===== config.mk =====
export PLATFORM = sky130hd
export DESIGN_NAME = dual_probe_position_latch
export DESIGN_NICKNAME = d
export VERILOG_FILES = /design/src/hdl/probe_latch_pkg.sv /design/src/hdl/probe_channel_if.sv /design/src/hdl/probe_channel.sv /design/src/hdl/dual_probe_position_latch.sv
export VERILOG_INCLUDE_DIRS = /design/src /design/src/hdl
export SDC_FILE = /design/constraint.sdc
export NUM_CORES = 1
export LEC_CHECK = 0
export BUFFER_PORTS_ARGS = -buffer_cell sky130_fd_sc_hd__buf_2
export CORE_AREA = 2 2 230 232
export CTS_BUF_LIST = sky130_fd_sc_hd__clkbuf_8
export CTS_CLUSTER_DIAMETER = 120
export CTS_CLUSTER_SIZE = 30
export DETAILED_ROUTE_END_ITERATION = 8
export DIE_AREA = 0 0 232 234
export GPL_ROUTABILITY_DRIVEN = 0
export GPL_TIMING_DRIVEN = 0
export SLEW_MARGIN = 40
export SYNTH_ARGS = -nofsm -noshare
export SYNTH_HDL_FRONTEND = slang
export SYNTH_SLANG_ARGS = --single-unit

===== constraint.sdc =====
create_clock -name ref_clk -period 9.3 [get_ports ref_clk]
set_clock_uncertainty 0.15 [all_clocks]
set_input_delay 0.465 -clock ref_clk [delete_from_list [all_inputs] [get_ports ref_clk]]
set_output_delay 0.465 -clock ref_clk [all_outputs]
set_load 0.005 [all_outputs]

===== src/hdl/probe_latch_regs.svh =====
// Register indices, field positions, reset values and bus constants of the probe latch
`ifndef PROBE_LATCH_REGS_SVH
`define PROBE_LATCH_REGS_SVH
`default_nettype none
// ----------------------------------------------------------------
// Register indices (byte address is four times the index)
// ----------------------------------------------------------------
`define POLARITY_IDX 16'h2007
`define CTRL_IDX 16'h60b8
`define STATUS_IDX 16'h60b9
`define CH1_RISE_POS_IDX 16'h60ba
`define CH1_FALL_POS_IDX 16'h60bb
`define CH2_RISE_POS_IDX 16'h60bc
`define CH2_FALL_POS_IDX 16'h60bd
`define CH1_RISE_CNT_IDX 16'h60d5
`define CH1_FALL_CNT_IDX 16'h60d6
`define CH2_RISE_CNT_IDX 16'h60d7
`define CH2_FALL_CNT_IDX 16'h60d8
`define DIN_LEVELS_IDX 16'h60fd
// ----------------------------------------------------------------
// Field positions and widths
// ----------------------------------------------------------------
`define CH_FIELD_W 8
`define CTRL_ENABLE_BIT 0
`define CTRL_MODE_BIT 1
`define CTRL_SOURCE_BIT 2
`define CTRL_RISE_BIT 4
`define CTRL_FALL_BIT 5
`define STAT_ENABLE_BIT 0
`define STAT_RISE_DONE_BIT 1
`define STAT_FALL_DONE_BIT 2
`define DIN_PROBE_ONE_BIT 26
`define DIN_PROBE_TWO_BIT 27
// ----------------------------------------------------------------
// Reset values and masks
// ----------------------------------------------------------------
`define CTRL_RESET 16'h0000
`define CTRL_WRITE_MASK 16'h3737
`define POLARITY_RESET 2'b11
`define SYNC_RESET 3'b000
`endif
`default_nettype wire


===== src/hdl/probe_latch_pkg.sv =====
// Types shared by the probe latch modules
`default_nettype none
package probe_latch_pkg;
   typedef struct packed {
      logic enable;
      logic continuous;
      logic use_index;
      logic rise_en;
      logic fall_en;
   } probe_cfg_t;
endpackage
`default_nettype wire


===== src/hdl/probe_channel_if.sv =====
// Configuration, trigger and results of one probe channel
`timescale 1ns/1ns
`default_nettype none
interface probe_channel_if #(
   parameter int POS_W = 32,
   parameter int CNT_W = 32
);
   import probe_latch_pkg::*;
   probe_cfg_t cfg;
   logic trig;
   logic [POS_W-1:0] position;
   logic [POS_W-1:0] rise_pos;
   logic [POS_W-1:0] fall_pos;
   logic [CNT_W-1:0] rise_cnt;
   logic [CNT_W-1:0] fall_cnt;
   logic rise_done;
   logic fall_done;
   modport ctrl (output cfg, trig, position,
                 input rise_pos, fall_pos, rise_cnt, fall_cnt, rise_done, fall_done);
   modport chan (input cfg, trig, position,
                 output rise_pos, fall_pos, rise_cnt, fall_cnt, rise_done, fall_done);
endinterface
`default_nettype wire


===== src/hdl/probe_channel.sv =====
// Edge capture, latch registers and counters of one probe channel
`timescale 1ns/1ns
`default_nettype none
module probe_channel
   import probe_latch_pkg::*;
#(
   parameter int POS_W = 32,
   parameter int CNT_W = 32
) (
   input wire logic ref_clk,
   input wire logic resetn,
   probe_channel_if.chan pc
);
   // ----------------------------------------------------------------
   // Edge detection and arming
   // ----------------------------------------------------------------
   probe_cfg_t cfg_q;
   logic prev_q;
   logic armed_q;
   logic cfg_change;
   logic src_change;
   logic arm_now;
   logic live;
   logic rise_cap;
   logic fall_cap;
   assign cfg_change = (pc.cfg != cfg_q);
   // A source switch would fake an edge from the old trigger level
   assign src_change = (pc.cfg.use_index != cfg_q.use_index);
   assign arm_now = pc.cfg.enable & ((pc.cfg.enable & ~cfg_q.enable) | armed_q);
   assign live = pc.cfg.enable & (pc.cfg.continuous | arm_now);
   assign rise_cap = live & pc.cfg.rise_en & pc.trig & ~prev_q & ~src_change;
   assign fall_cap = live & pc.cfg.fall_en & ~pc.trig & prev_q & ~src_change;
   always_ff @(posedge ref_clk or negedge resetn) begin
      if (!resetn) begin
         cfg_q <= '0;
         prev_q <= 1'b0;
         armed_q <= 1'b0;
      end else begin
         cfg_q <= pc.cfg;
         prev_q <= pc.trig;
         armed_q <= arm_now & ~(rise_cap | fall_cap);
      end
   end
   // ----------------------------------------------------------------
   // Latched positions, sampled in the cycle the edge is seen
   // ----------------------------------------------------------------
   always_ff @(posedge ref_clk or negedge resetn) begin
      if (!resetn) begin
         pc.rise_pos <= '0;
         pc.fall_pos <= '0;
      end else begin
         if (rise_cap) begin
            pc.rise_pos <= pc.position;
         end
         if (fall_cap) begin
            pc.fall_pos <= pc.position;
         end
      end
   end
   // ----------------------------------------------------------------
   // Counters and executed flags; a capture beats a config clear
   // ----------------------------------------------------------------
   always_ff @(posedge ref_clk or negedge resetn) begin
      if (!resetn) begin
         pc.rise_cnt <= '0;
         pc.fall_cnt <= '0;
         pc.rise_done <= 1'b0;
         pc.fall_done <= 1'b0;
      end else begin
         if (cfg_change) begin
            pc.rise_cnt <= {{(CNT_W-1){1'b0}}, rise_cap};
            pc.fall_cnt <= {{(CNT_W-1){1'b0}}, fall_cap};
         end else begin
            pc.rise_cnt <= pc.rise_cnt + {{(CNT_W-1){1'b0}}, rise_cap};
            pc.fall_cnt <= pc.fall_cnt + {{(CNT_W-1){1'b0}}, fall_cap};
         end
         pc.rise_done <= rise_cap | (pc.rise_done & ~cfg_change);
         pc.fall_done <= fall_cap | (pc.fall_done & ~cfg_change);
      end
   end
endmodule
`default_nettype wire


===== src/hdl/dual_probe_position_latch.sv =====
// Two-channel probe position latch with an Avalon-MM register slave
`include "probe_latch_regs.svh"
`timescale 1ns/1ns
`default_nettype none
// Contract
// - Mode bit selects single or continuous
// - Bit 2 picks probe one or index
// - Bit 10 picks probe two or index
// - Bit 4 enables channel one rising capture
// - Bit 5 enables channel one falling capture
// - Bits 12, 13 enable channel two edges
// - Status bits 1, 2 flag channel one captures
// - Status bits 9, 10 flag channel two captures
// - Channel one latches position per edge
// - Channel two latches position per edge
// - Channel one counts rising and falling captures
// - Channel two counts rising and falling captures
// - Single shot takes only first trigger
// - Continuous mode keeps capturing, overwriting values
// - Status shows enables; reserved bits zero
// - Polarity setting inverts each probe input
// - Config change clears counters and status
// - Probe levels shown at bits 26, 27
module dual_probe_position_latch
   import probe_latch_pkg::*;
#(
   parameter int POS_W = 32,
   parameter int CNT_W = 32,
   parameter int ADDR_W = 18
) (
   input wire logic ref_clk,
   input wire logic resetn,
   input wire logic [ADDR_W-1:0] avs_address,
   input wire logic avs_read,
   input wire logic avs_write,
   input wire logic [31:0] avs_writedata,
   input wire logic [3:0] avs_byteenable,
   output logic [31:0] avs_readdata,
   output logic avs_waitrequest,
   input wire logic probe_input_one,
   input wire logic probe_input_two,
   input wire logic encoder_index,
   input wire logic [POS_W-1:0] feedback_position
);
   // ----------------------------------------------------------------
   // Declarations
   // ----------------------------------------------------------------
   localparam int NUM_CH = 2;
   logic [2:0] sync1_q;
   logic [2:0] sync2_q;
   logic [1:0] probe_polarity_setting_q;
   logic [15:0] ctrl_q;
   logic ack_q;
   logic [31:0] rdata_d;
   logic [31:0] readdata_q;
   logic [31:0] readdata_d;
   logic [15:0] ctrl_d;
   logic [1:0] probe_polarity_setting_d;
   logic [15:0] word_idx;
   logic req;
   logic wr_done;
   logic [1:0] probe_level;
   logic [1:0] probe_logical;
   logic [31:0] digital_input_levels;
   logic [15:0] status_word;
   logic [POS_W-1:0] rise_pos [NUM_CH];
   logic [POS_W-1:0] fall_pos [NUM_CH];
   logic [CNT_W-1:0] rise_cnt [NUM_CH];
   logic [CNT_W-1:0] fall_cnt [NUM_CH];
   logic [NUM_CH-1:0] rise_done;
   logic [NUM_CH-1:0] fall_done;
   logic [NUM_CH-1:0] ch_enable;

   // ----------------------------------------------------------------
   // Input synchronisers
   // ----------------------------------------------------------------
   // Probe pins and the index pulse are asynchronous to ref_clk.
   // Capture is therefore two to three cycles behind the pin edge,
   // and the latched position is the one seen at detection time.
   always_ff @(posedge ref_clk or negedge resetn) begin
      if (!resetn) begin
         sync1_q <= `SYNC_RESET;
         sync2_q <= `SYNC_RESET;
      end else begin
         sync1_q <= {encoder_index, probe_input_two, probe_input_one};
         sync2_q <= sync1_q;
      end
   end

   assign probe_level = sync2_q[1:0];

   // ----------------------------------------------------------------
   // Polarity: a clear bit inverts its probe input
   // ----------------------------------------------------------------
   assign probe_logical = probe_level ^ ~probe_polarity_setting_q;

   // ----------------------------------------------------------------
   // Digital input object: live pin levels
   // ----------------------------------------------------------------
   always_comb begin
      digital_input_levels = 32'h0000_0000;
      digital_input_levels[`DIN_PROBE_ONE_BIT] = probe_level[0];
      digital_input_levels[`DIN_PROBE_TWO_BIT] = probe_level[1];
   end

   // ----------------------------------------------------------------
   // Avalon-MM handshake
   // ----------------------------------------------------------------
   // Every access waits exactly one cycle; read data are registered
   // so the mux never sits in the readdata path.
   assign req = avs_read | avs_write;
   assign avs_waitrequest = req & ~ack_q;
   assign wr_done = avs_write & ack_q;
   assign word_idx = avs_address[17:2];
   assign avs_readdata = readdata_q;

   always_ff @(posedge ref_clk or negedge resetn) begin
      if (!resetn) begin
         ack_q <= 1'b0;
      end else begin
         ack_q <= req & ~ack_q;
      end
   end

   // ----------------------------------------------------------------
   // Control word and polarity setting
   // ----------------------------------------------------------------
   // Reserved control bits are not stored and read back as zero.
   // Re-arming single shot relies on software writing enable low and
   // then high again; two separate writes give the channel an edge.
   // Lanes 2 and 3 carry no control bits and are ignored.
   always_comb begin
      ctrl_d = ctrl_q;
      if (wr_done && word_idx == `CTRL_IDX) begin
         if (avs_byteenable[0]) begin
            ctrl_d[7:0] = avs_writedata[7:0];
         end
         if (avs_byteenable[1]) begin
            ctrl_d[15:8] = avs_writedata[15:8];
         end
         ctrl_d = ctrl_d & `CTRL_WRITE_MASK;
      end
   end

   always_ff @(posedge ref_clk or negedge resetn) begin
      if (!resetn) begin
         ctrl_q <= `CTRL_RESET;
      end else begin
         ctrl_q <= ctrl_d;
      end
   end

   // A polarity change while a channel is enabled looks like an edge
   always_comb begin
      probe_polarity_setting_d = probe_polarity_setting_q;
      if (wr_done && word_idx == `POLARITY_IDX && avs_byteenable[0]) begin
         probe_polarity_setting_d = avs_writedata[1:0];
      end
   end

   always_ff @(posedge ref_clk or negedge resetn) begin
      if (!resetn) begin
         probe_polarity_setting_q <= `POLARITY_RESET;
      end else begin
         probe_polarity_setting_q <= probe_polarity_setting_d;
      end
   end

   // ----------------------------------------------------------------
   // Channels
   // ----------------------------------------------------------------
   generate
      for (genvar ch = 0; ch < NUM_CH; ch++) begin : g_ch
         localparam int B = ch * `CH_FIELD_W;
         probe_channel_if #(.POS_W(POS_W), .CNT_W(CNT_W)) pc ();

         assign pc.cfg.enable = ctrl_q[B + `CTRL_ENABLE_BIT];
         assign pc.cfg.continuous = ctrl_q[B + `CTRL_MODE_BIT];
         assign pc.cfg.use_index = ctrl_q[B + `CTRL_SOURCE_BIT];
         assign pc.cfg.rise_en = ctrl_q[B + `CTRL_RISE_BIT];
         assign pc.cfg.fall_en = ctrl_q[B + `CTRL_FALL_BIT];
         // Index pulse is shared; each channel otherwise sees its own probe
         assign pc.trig = pc.cfg.use_index ? sync2_q[2] : probe_logical[ch];
         assign pc.position = feedback_position;

         probe_channel #(
            .POS_W(POS_W),
            .CNT_W(CNT_W)
         ) u_channel (
            .ref_clk(ref_clk),
            .resetn(resetn),
            .pc(pc.chan)
         );

         assign rise_pos[ch] = pc.rise_pos;
         assign fall_pos[ch] = pc.fall_pos;
         assign rise_cnt[ch] = pc.rise_cnt;
         assign fall_cnt[ch] = pc.fall_cnt;
         assign rise_done[ch] = pc.rise_done;
         assign fall_done[ch] = pc.fall_done;
         assign ch_enable[ch] = pc.cfg.enable;
      end
   endgenerate

   // ----------------------------------------------------------------
   // Status word
   // ----------------------------------------------------------------
   always_comb begin
      status_word = 16'h0000;
      for (int ch = 0; ch < NUM_CH; ch++) begin
         status_word[ch * `CH_FIELD_W + `STAT_ENABLE_BIT] = ch_enable[ch];
         status_word[ch * `CH_FIELD_W + `STAT_RISE_DONE_BIT] = rise_done[ch];
         status_word[ch * `CH_FIELD_W + `STAT_FALL_DONE_BIT] = fall_done[ch];
      end
   end

   // ----------------------------------------------------------------
   // Read mux
   // ----------------------------------------------------------------
   // Unmapped indices read zero and ignore writes, but are still
   // acknowledged so the master never hangs.
   always_comb begin
      rdata_d = 32'h0000_0000;
      case (word_idx)
         `POLARITY_IDX: begin
            rdata_d[1:0] = probe_polarity_setting_q;
         end
         `CTRL_IDX: begin
            rdata_d[15:0] = ctrl_q;
         end
         `STATUS_IDX: begin
            rdata_d[15:0] = status_word;
         end
         `CH1_RISE_POS_IDX: begin
            rdata_d[POS_W-1:0] = rise_pos[0];
         end
         `CH1_FALL_POS_IDX: begin
            rdata_d[POS_W-1:0] = fall_pos[0];
         end
         `CH2_RISE_POS_IDX: begin
            rdata_d[POS_W-1:0] = rise_pos[1];
         end
         `CH2_FALL_POS_IDX: begin
            rdata_d[POS_W-1:0] = fall_pos[1];
         end
         `CH1_RISE_CNT_IDX: begin
            rdata_d[CNT_W-1:0] = rise_cnt[0];
         end
         `CH1_FALL_CNT_IDX: begin
            rdata_d[CNT_W-1:0] = fall_cnt[0];
         end
         `CH2_RISE_CNT_IDX: begin
            rdata_d[CNT_W-1:0] = rise_cnt[1];
         end
         `CH2_FALL_CNT_IDX: begin
            rdata_d[CNT_W-1:0] = fall_cnt[1];
         end
         `DIN_LEVELS_IDX: begin
            rdata_d = digital_input_levels;
         end
         default: begin
            rdata_d = 32'h0000_0000;
         end
      endcase
   end

   // Loaded only in the waiting cycle so the data hold steady while
   // waitrequest is low.
   always_comb begin
      readdata_d = readdata_q;
      if (avs_read && !ack_q) begin
         readdata_d = rdata_d;
      end
   end

   always_ff @(posedge ref_clk or negedge resetn) begin
      if (!resetn) begin
         readdata_q <= 32'h0000_0000;
      end else begin
         readdata_q <= readdata_d;
      end
   end
endmodule
`default_nettype wire


==> metrics.md, run 1 <==
| Metric | Value |
|---|---|
| Sequential fraction of the synthesis area | `52.9%` |
| Category of the most critical setup path | `reg2reg` |
| Sequential cell area | `8140 µm²` |
| Post-synthesis register bit count | `325` |
| Number of DRC markers after the initial detailed-route iteration | `1116` |
| Vias in the first global route | `12400` |
| Die Area | `54300 µm²` |
| Highest attainable clock frequency | `0.220 GHz` |
| DIE HEIGHT | `234 µm` |
| Count of final setup violators | `0` |
| Number of filler cells placed in the layout | `5271` |
| Post-detailed-route count of antenna-violating nets | `0` |
| Power share of the combinational group | `7.5%` |
| Antenna violations before repair | `1` |
| Clock-pin slew reported for the worst setup and hold paths after clock tree synthesis | `0.18 ns` |
| TritonCTS clock tree | `done` |
| Total global-route track usage | `18.0%` |
| Measured slew at the worst slew-check pin | `0.898 ns` |
| Result of the run | `finished clean` |
| Crit path arrival time | `4.87 ns` |
| Cell Count, Final, Fillers Out | `2396` |
| Number of placement rows | `84` |
| Vias after detailed routing | `12500` |
| Synthesized Nets | `1638` |
| Dominant cell type by area after synthesis | `sky130_fd_sc_hd__dfrtp_1` |
| Warnings from Yosys | `0` |
| Most numerous cell on the critical path | `sky130_fd_sc_hd__xor2_1` |
| Setup repair after global routing missed its margin | `false` |
| P&R area growth vs syn | `14.7%` |
| Final number of max-transition violations | `0` |
| Final core occ | `33.9%` |
| Leading cell type by number of instances after synthesis | `sky130_fd_sc_hd__dfrtp_1` |
| Pin count of the biggest net entering global routing | `75` |
| CTS H-tree lvls | `1` |
| Number of buffers inserted by post-CTS setup repair | `0` |
| Switching power summed over all nets | `0.000561 W` |
| Non-Filler Cell Area, Final | `17600 µm²` |
| Hold Crit Class | `reg2reg` |
| Total leakage power | `7.88 nW` |
| Number of buffers on the longest clock path | `3` |
| Cells after Synth | `1535` |
| Worst Path Required | `9.63 ns` |
| Cells along the critical path | `xor2_1 > o21ai_0 > nand4b_1 > clkinv_1 > clkbuf_2 > ha_1 > nand2_1 > or4_1 > clkbuf_1 > nor3_2 > nand4_1 > xor2_1 > nor2_1` |
| Layout cells sized above 1 | `14.7%` |
| Global-route wire length before repair | `74.8 mm` |
| Routed vias/inst | `5.21` |
| Fin crit share | `48.9%` |
| Detailed placer's ending HPWL | `37.1 mm` |
| Port buffer count | `98` |
| Final wirelength | `49.1 mm` |
| Switching share of total power | `25.4%` |
| Main area contributors after synthesis | `sky130_fd_sc_hd__dfrtp_1 53%, sky130_fd_sc_hd__mux2_2 6.9%, sky130_fd_sc_hd__nand2_1 6.8%` |
| Peak per-stage delay on the critical path | `0.61 ns` |
| Total congestion overflow after global routing | `0` |
| Power share of the clock group | `27.2%` |
| VDD IR-drop max | `0.0989 mV` |
| Skew-Pair Late Insertion Delay | `0.60 ns` |
| Element type at the critical path start | `flip-flop` |
| Starting density of the core | `29.6%` |
| Area after DPL | `16900 µm²` |
| Std-Cell Core Area | `52000 µm²` |
| Async set-or-reset flop fraction in the synthesized netlist | `100%` |
| Number of antenna repair diodes | `0` |
| Pwr dens | `125 nW/µm²` |
| Relative contribution of sequential cells to total power | `65.3%` |
| Count of TritonRoute iterations in the first routing pass | `6` |
| Number of cells after detailed placement | `2328` |
| Max FO, Critical Path | `11` |
| Commonest cells in the synthesized netlist | `323 x sky130_fd_sc_hd__dfrtp_1, 279 x sky130_fd_sc_hd__nand2_1, 170 x sky130_fd_sc_hd__nor2_1, 94 x sky130_fd_sc_hd__mux2_2, 80 x sky130_fd_sc_hd__xor2_1` |
| Number of nets in the layout | `1807` |
| Unique cell type count in the Yosys netlist | `64` |
| Most frequently used flop master after synthesis | `sky130_fd_sc_hd__dfrtp_1` |
| Ports | `126` |
| Multi-input combinational cell area | `6920 µm²` |
| Die outline width | `232 µm` |
| Internal power | `0.00165 W` |
| Post-synthesis instance area | `15400 µm²` |
| Headroom to the max-slew limit | `39.6%` |
| Number of clock buffers inserted by TritonCTS | `14` |
| Endpoint class of the critical path | `flip-flop` |
| Tmin final | `4.55 ns` |
| Number of failing hold endpoints at the final stage | `0` |
| Number of max-cap violations | `0` |
| Wire length per cell after detailed routing | `20.5 µm` |
| Clock tree root driver cell | `sky130_fd_sc_hd__clkbuf_8` |
| Setup TNS | `0 ns` |
| Remaining routing DRC violations | `0` |
| Number of enable flip-flop cells after synthesis | `0` |
| Master of the slowest instance on the critical path | `sky130_fd_sc_hd__dfstp_2` |
| Share of Yosys cell area claimed by the top area cell type | `52.5%` |
| Post-synthesis area per instance | `10.0 µm²` |
| CTS sink cnt | `325` |
-- repair_timing --
item / in CTS / in global routing
gates resized for setup: 0 / 0
hold endpoints to repair: 170 / 0
hold buffers: 48 / 0
-- cell families after synthesis --
kind of cell             after synthesis  share of synthesized area, %
flip-flops                           325                          52.9
adder cells (fa/ha/maj)               10                         0.813
buffers and inverters                 94                          2.41
XOR/XNOR                             118                          6.72
AND/OR/NAND/NOR                      663                          19.4
AO/OA/AOI/OAI                        208                          9.36
multiplexers                         117                          8.46
-- worst max-delay path, delay by kind of cell, from the launching register on --
kind / cells / cell delay (ns)
compound gates: 1 / 0.26
simple gates: 6 / 1.77
xor+xnor: 2 / 0.29
buf+inv: 3 / 1.08
fa+ha+maj: 1 / 0.28
flops: 1 / 0.61
-- path summary, 6_finish.rpt --
path / start / endpoint / slack (ns) / depth (start not counted)
worst max-delay path: probe_polarity_setting_q[0] / g_ch[0].u_channel.pc.rise_cnt[31] / 4.75 / 13
worst min-delay path: sync1_q[2] / sync2_q[2] / 0.22 / 0
worst max register to register: probe_polarity_setting_q[0] / g_ch[0].u_channel.pc.rise_cnt[31] / 4.75 / 13
worst min register to register: sync1_q[2] / sync2_q[2] / 0.22 / 0
max in group asynchronous: resetn / g_ch[1].u_channel.pc.rise_pos[23] / 7.28 / 5
min in group asynchronous: resetn / g_ch[0].u_channel.pc.rise_cnt[7] / 0.24 / 2
-- power by group through the flow --
stage / clock network, W / registers [W] / logic [W]
floorplan: 0 / 0.00147 / 0.0000478
global placement: 0 / 0.00147 / 0.000143
detailed placement: 0 / 0.00147 / 0.000152
CTS: 0.000613 / 0.00145 / 0.000168
global route: 0.000662 / 0.00145 / 0.000182
finish: 0.000602 / 0.00145 / 0.000166
-- sequential cells by signal, summed over array words and instances, names as in the netlist, 2 cells and up --
signal / flops
avs_readdata: 32
ctrl_q: 10
g_ch.u_channel.armed_q: 2
g_ch.u_channel.cfg_q: 10
g_ch.u_channel.pc.fall_cnt: 64
g_ch.u_channel.pc.fall_done: 2
g_ch.u_channel.pc.fall_pos: 64
g_ch.u_channel.pc.rise_cnt: 64
g_ch.u_channel.pc.rise_done: 2
g_ch.u_channel.pc.rise_pos: 64
g_ch.u_channel.prev_q: 2
probe_polarity_setting_q: 2
sync1_q: 3
sync2_q: 3
-- layout by cell type, fill, tap and decap left out, types with 20 or more instances in the layout --
cell,synthesis,final
sky130_fd_sc_hd__o21ai_0,44,44
sky130_fd_sc_hd__xor2_1,80,80
sky130_fd_sc_hd__xnor2_1,38,38
sky130_fd_sc_hd__nor3_1,32,27
sky130_fd_sc_hd__nand3_1,53,53
sky130_fd_sc_hd__nand2_1,279,279
sky130_fd_sc_hd__inv_1,17,20
sky130_fd_sc_hd__buf_2,5,104
sky130_fd_sc_hd__dfrtp_1,323,323
sky130_fd_sc_hd__mux2i_1,22,22
sky130_fd_sc_hd__a21oi_1,41,41
sky130_fd_sc_hd__clkbuf_1,58,53
sky130_fd_sc_hd__nor2_1,170,169
sky130_fd_sc_hd__a22oi_1,44,44
sky130_fd_sc_hd__mux2_2,94,94
sky130_fd_sc_hd__a221oi_1,30,30
sky130_fd_sc_hd__nand4_1,33,33
sky130_fd_sc_hd__dlygate4sd3_1,0,48
-- metal layers --
layer	vias up	global-route usage (%)	part of all wire (%)	wire [µm]
met1	6354	24.1	43	21200
li1	5663	-	-	-
met3	80	2.13	5.6	2730
met4	0	5.95	2.9	1440
met5	-	0	0	0
met2	391	30.3	48	23700
-- stage by stage --
step,worst slack (ns),hold WS (ns),power (W)
CTS,4.78,0.223,0.00223
global route,4.45,0.240,0.00229
detailed placement,4.78,0.186,0.00162
global placement,1.38,0.182,0.00161
finish,4.75,0.218,0.00221
floorplan,5.66,0.0194,0.00151
-- cell type report --
| type | count | area share, % |
|---|---|---|
| Buffer | 75 | 1.74 |
| Clock buffer | 16 | 1.25 |
| Clock inverter | 4 | 0.0922 |
| Inverter | 19 | 0.404 |
| Multi-Input combinational cell | 1116 | 39.2 |
| Sequential cell | 325 | 46.1 |
| Tap cell | 688 | 4.88 |
| Timing Repair Buffer | 153 | 6.30 |
Power figures use the tool's default switching activity.
==> run 2: changes to the inputs <==
Clock period 9.3 ns to 4.48 ns, I/O delays scaled along.
==> metrics.md, run 2 (same netlist as run 1, synthesis figures left out) <==
| Metric | Value |
|---|---|
| Switching share of total power | `25.4% (about the same)` |
| Number of nets in the layout | `1809 (+0.11%)` |
| Pin count of the biggest net entering global routing | `75 (unchanged)` |
| Measured slew at the worst slew-check pin | `0.891 ns (-0.00672 ns)` |
| Number of failing hold endpoints at the final stage | `2 (+2)` |
| Std-Cell Core Area | `52000 µm² (unchanged)` |
| Routed vias/inst | `5.22 (+0.18%)` |
| Power share of the clock group | `27.2% (about the same)` |
| Post-detailed-route count of antenna-violating nets | `0 (unchanged)` |
| Count of TritonRoute iterations in the first routing pass | `5 (-1)` |
| Final core occ | `34.0% (+0.058 points)` |
| Result of the run | `finished, violations left` |
| R2r worst-path depth | `13 (unchanged)` |
| Remaining routing DRC violations | `0 (unchanged)` |
| TritonCTS clock tree | `done` |
| Worst hold slack | `-0.00627 ns (-0.224 ns)` |
| Relative contribution of sequential cells to total power | `65.3% (about the same)` |
| Starting density of the core | `29.6% (unchanged)` |
| Setup repair after global routing missed its margin | `false` |
| Number of filler cells placed in the layout | `5271 (unchanged)` |
| Die Area | `54300 µm² (unchanged)` |
| Clock-pin slew reported for the worst setup and hold paths after clock tree synthesis | `0.19 ns (about the same)` |
| Switching power summed over all nets | `0.00117 W (+110%)` |
| Layout cells sized above 1 | `14.8% (+0.10 points)` |
| Flop2flop setup slack | `0.24 ns (-4.51 ns)` |
| Commonest non-fill, non-tap cell in the layout | `sky130_fd_sc_hd__dfrtp_1` |
| VDD IR-drop max | `0.204 mV (+110%)` |
| Hold Crit Class | `in2async` |
| Internal power | `0.00343 W (+110%)` |
| CTS sink cnt | `325 (unchanged)` |
| Number of clock buffers inserted by TritonCTS | `14 (unchanged)` |
| Clock tree root driver cell | `sky130_fd_sc_hd__clkbuf_8` |
| Antenna violations before repair | `1 (unchanged)` |
| Total chip power | `0.00460 W (+110%)` |
| DIE HEIGHT | `234 µm (unchanged)` |
| Headroom to the max-slew limit | `40.1% (+0.45 points)` |
| Vias after detailed routing | `12500 (+0.26%)` |
| Total global-route track usage | `18.0% (about the same)` |
| Vias in the first global route | `12400 (+0.056%)` |
| Number of buffers on the longest clock path | `3 (unchanged)` |
| Number of antenna repair diodes | `0 (unchanged)` |
| Detailed placer's ending HPWL | `37.1 mm (unchanged)` |
| Wire length per cell after detailed routing | `20.5 µm (-0.20%)` |
| Skew-Pair Late Insertion Delay | `0.61 ns (about the same)` |
| Number of DRC markers after the initial detailed-route iteration | `1217 (+9.1%)` |
| Ports | `126 (unchanged)` |
| CTS H-tree lvls | `1 (unchanged)` |
| Pwr dens | `260 nW/µm² (+110%)` |
| Crit path arrival time | `4.57 ns (-0.30 ns)` |
| Leading cell types in the layout, fill and taps excluded | `323 x sky130_fd_sc_hd__dfrtp_1, 279 x sky130_fd_sc_hd__nand2_1, 169 x sky130_fd_sc_hd__nor2_1` |
| Final number of max-transition violations | `0 (unchanged)` |
| Count of final setup violators | `0 (unchanged)` |
| Highest attainable clock frequency | `0.236 GHz (+7.2%)` |
| Global-route wire length before repair | `74.9 mm (about the same)` |
| Number of placement rows | `84 (unchanged)` |
| Tmin final | `4.24 ns (-0.306 ns)` |
| Failing checks | `hold timing` |
| Total congestion overflow after global routing | `0 (unchanged)` |
| Final wirelength | `49.0 mm (-0.12%)` |
| Setup slack after placement | `-0.0360 ns (-4.82 ns)` |
| Die outline width | `232 µm (unchanged)` |
| Worst Path Required | `4.81 ns (-4.82 ns)` |
| Power share of the combinational group | `7.5% (about the same)` |
| Max FO, Critical Path | `11 (unchanged)` |
| Element type at the critical path start | `flip-flop` |
| Final worst-path setup slack | `0.239 ns (-4.51 ns)` |
| Category of the most critical setup path | `reg2reg` |
| Reg-to-Reg Start | `probe_polarity_setting_q[1]` |
| Fin crit share | `94.7% (+46 points)` |
| Port buffer count | `98 (unchanged)` |
| Total leakage power | `7.89 nW (about the same)` |
| Number of max-cap violations | `0 (unchanged)` |
| Endpoint class of the critical path | `flip-flop` |
| P&R area growth vs syn | `14.9%` |
| Worst reg2reg path endpoint | `g_ch[1].u_channel.pc.rise_cnt[30]` |
[run 2: cell count changes in the layout (fill, tap and decap cells not counted)]
cell	before	now
sky130_fd_sc_hd__clkbuf_2	5	4
sky130_fd_sc_hd__clkbuf_4	0	1
sky130_fd_sc_hd__clkinv_1	2	1
sky130_fd_sc_hd__dlygate4sd3_1	48	50
sky130_fd_sc_hd__buf_4	3	4
sky130_fd_sc_hd__clkinvlp_4	0	1
sky130_fd_sc_hd__clkbuf_1	53	52
[run 2: power by group through the flow]
stage | Combinational (W) | Sequential, W | Clock [W]
6_report | 0.000347 | 0.00300 | 0.00125
5_1_grt | 0.000380 | 0.00300 | 0.00137
4_1_cts | 0.000351 | 0.00300 | 0.00127
3_5_place_dp | 0.000315 | 0.00305 | 0
3_3_place_gp | 0.000297 | 0.00305 | 0
2_1_floorplan | 0.0000993 | 0.00304 | 0
[run 2: worst max path at each step]
stage                                startpoint                           endpoint
floorplan           probe_polarity_setting_q[1]  g_ch[1].u_channel.pc.rise_cnt[30]
global placement                         resetn  g_ch[1].u_channel.pc.rise_pos[25]
detailed placement  probe_polarity_setting_q[0]  g_ch[0].u_channel.pc.rise_cnt[31]
CTS                 probe_polarity_setting_q[0]  g_ch[0].u_channel.pc.fall_cnt[31]
global route        probe_polarity_setting_q[0]  g_ch[0].u_channel.pc.rise_cnt[31]
finish              probe_polarity_setting_q[1]  g_ch[1].u_channel.pc.rise_cnt[30]
[run 2: metal layers]
metal	part of all wire (%)	GRT usage, %
met3	6.0	2.10
met5	0	0
met4	3.1	5.95
met1	43	24.1
met2	48	30.3
[run 2: area by class of cell]
class	instances	area [µm²]	area share [%]
Tap cell	688	861	4.87
Multi-Input combinational cell	1116	6920	39.2
Buffer	74	305	1.73
Timing Repair Buffer	156	1140	6.44
Clock inverter	4	16.3	0.0920
Sequential cell	325	8140	46.0
Inverter	19	75.1	0.425
Clock buffer	16	220	1.25
[run 2: worst max-delay path, cell delays in order (launching register included)]
cell and delay, ns:
sky130_fd_sc_hd__dfstp_2 0.62, sky130_fd_sc_hd__xor2_1 0.10, sky130_fd_sc_hd__nor2_1 0.10, sky130_fd_sc_hd__a21oi_1 0.08
sky130_fd_sc_hd__nor3_2 0.54, sky130_fd_sc_hd__buf_4 0.27, sky130_fd_sc_hd__clkbuf_2 0.41, sky130_fd_sc_hd__ha_1 0.31
sky130_fd_sc_hd__nand2_1 0.11, sky130_fd_sc_hd__or3_1 0.44, sky130_fd_sc_hd__or3_1 0.38, sky130_fd_sc_hd__nor3_1 0.39
sky130_fd_sc_hd__xnor2_1 0.17, sky130_fd_sc_hd__nor2_1 0.06
[run 2: repair_timing]
action | in CTS | in global routing
gates resized for setup | 1 | 1
setup endpoints to repair | 1 | 9
hold buffers | 50 | 0
setup buffers | 0 | 1
pin swaps | 0 | 1
endpoints found under the hold margin | 346 | 0
gates cloned | 0 | 0
[run 2: metrics by stage]
step                area (µm²)  instances  TNS (ns)
CTS                      17700       2398         0
floorplan                15400       1535         0
global route             17700       2398         0
finish                   17700       2398         0
detailed placement       16900       2328   -0.0360
global placement         16700       2321  -1035.80
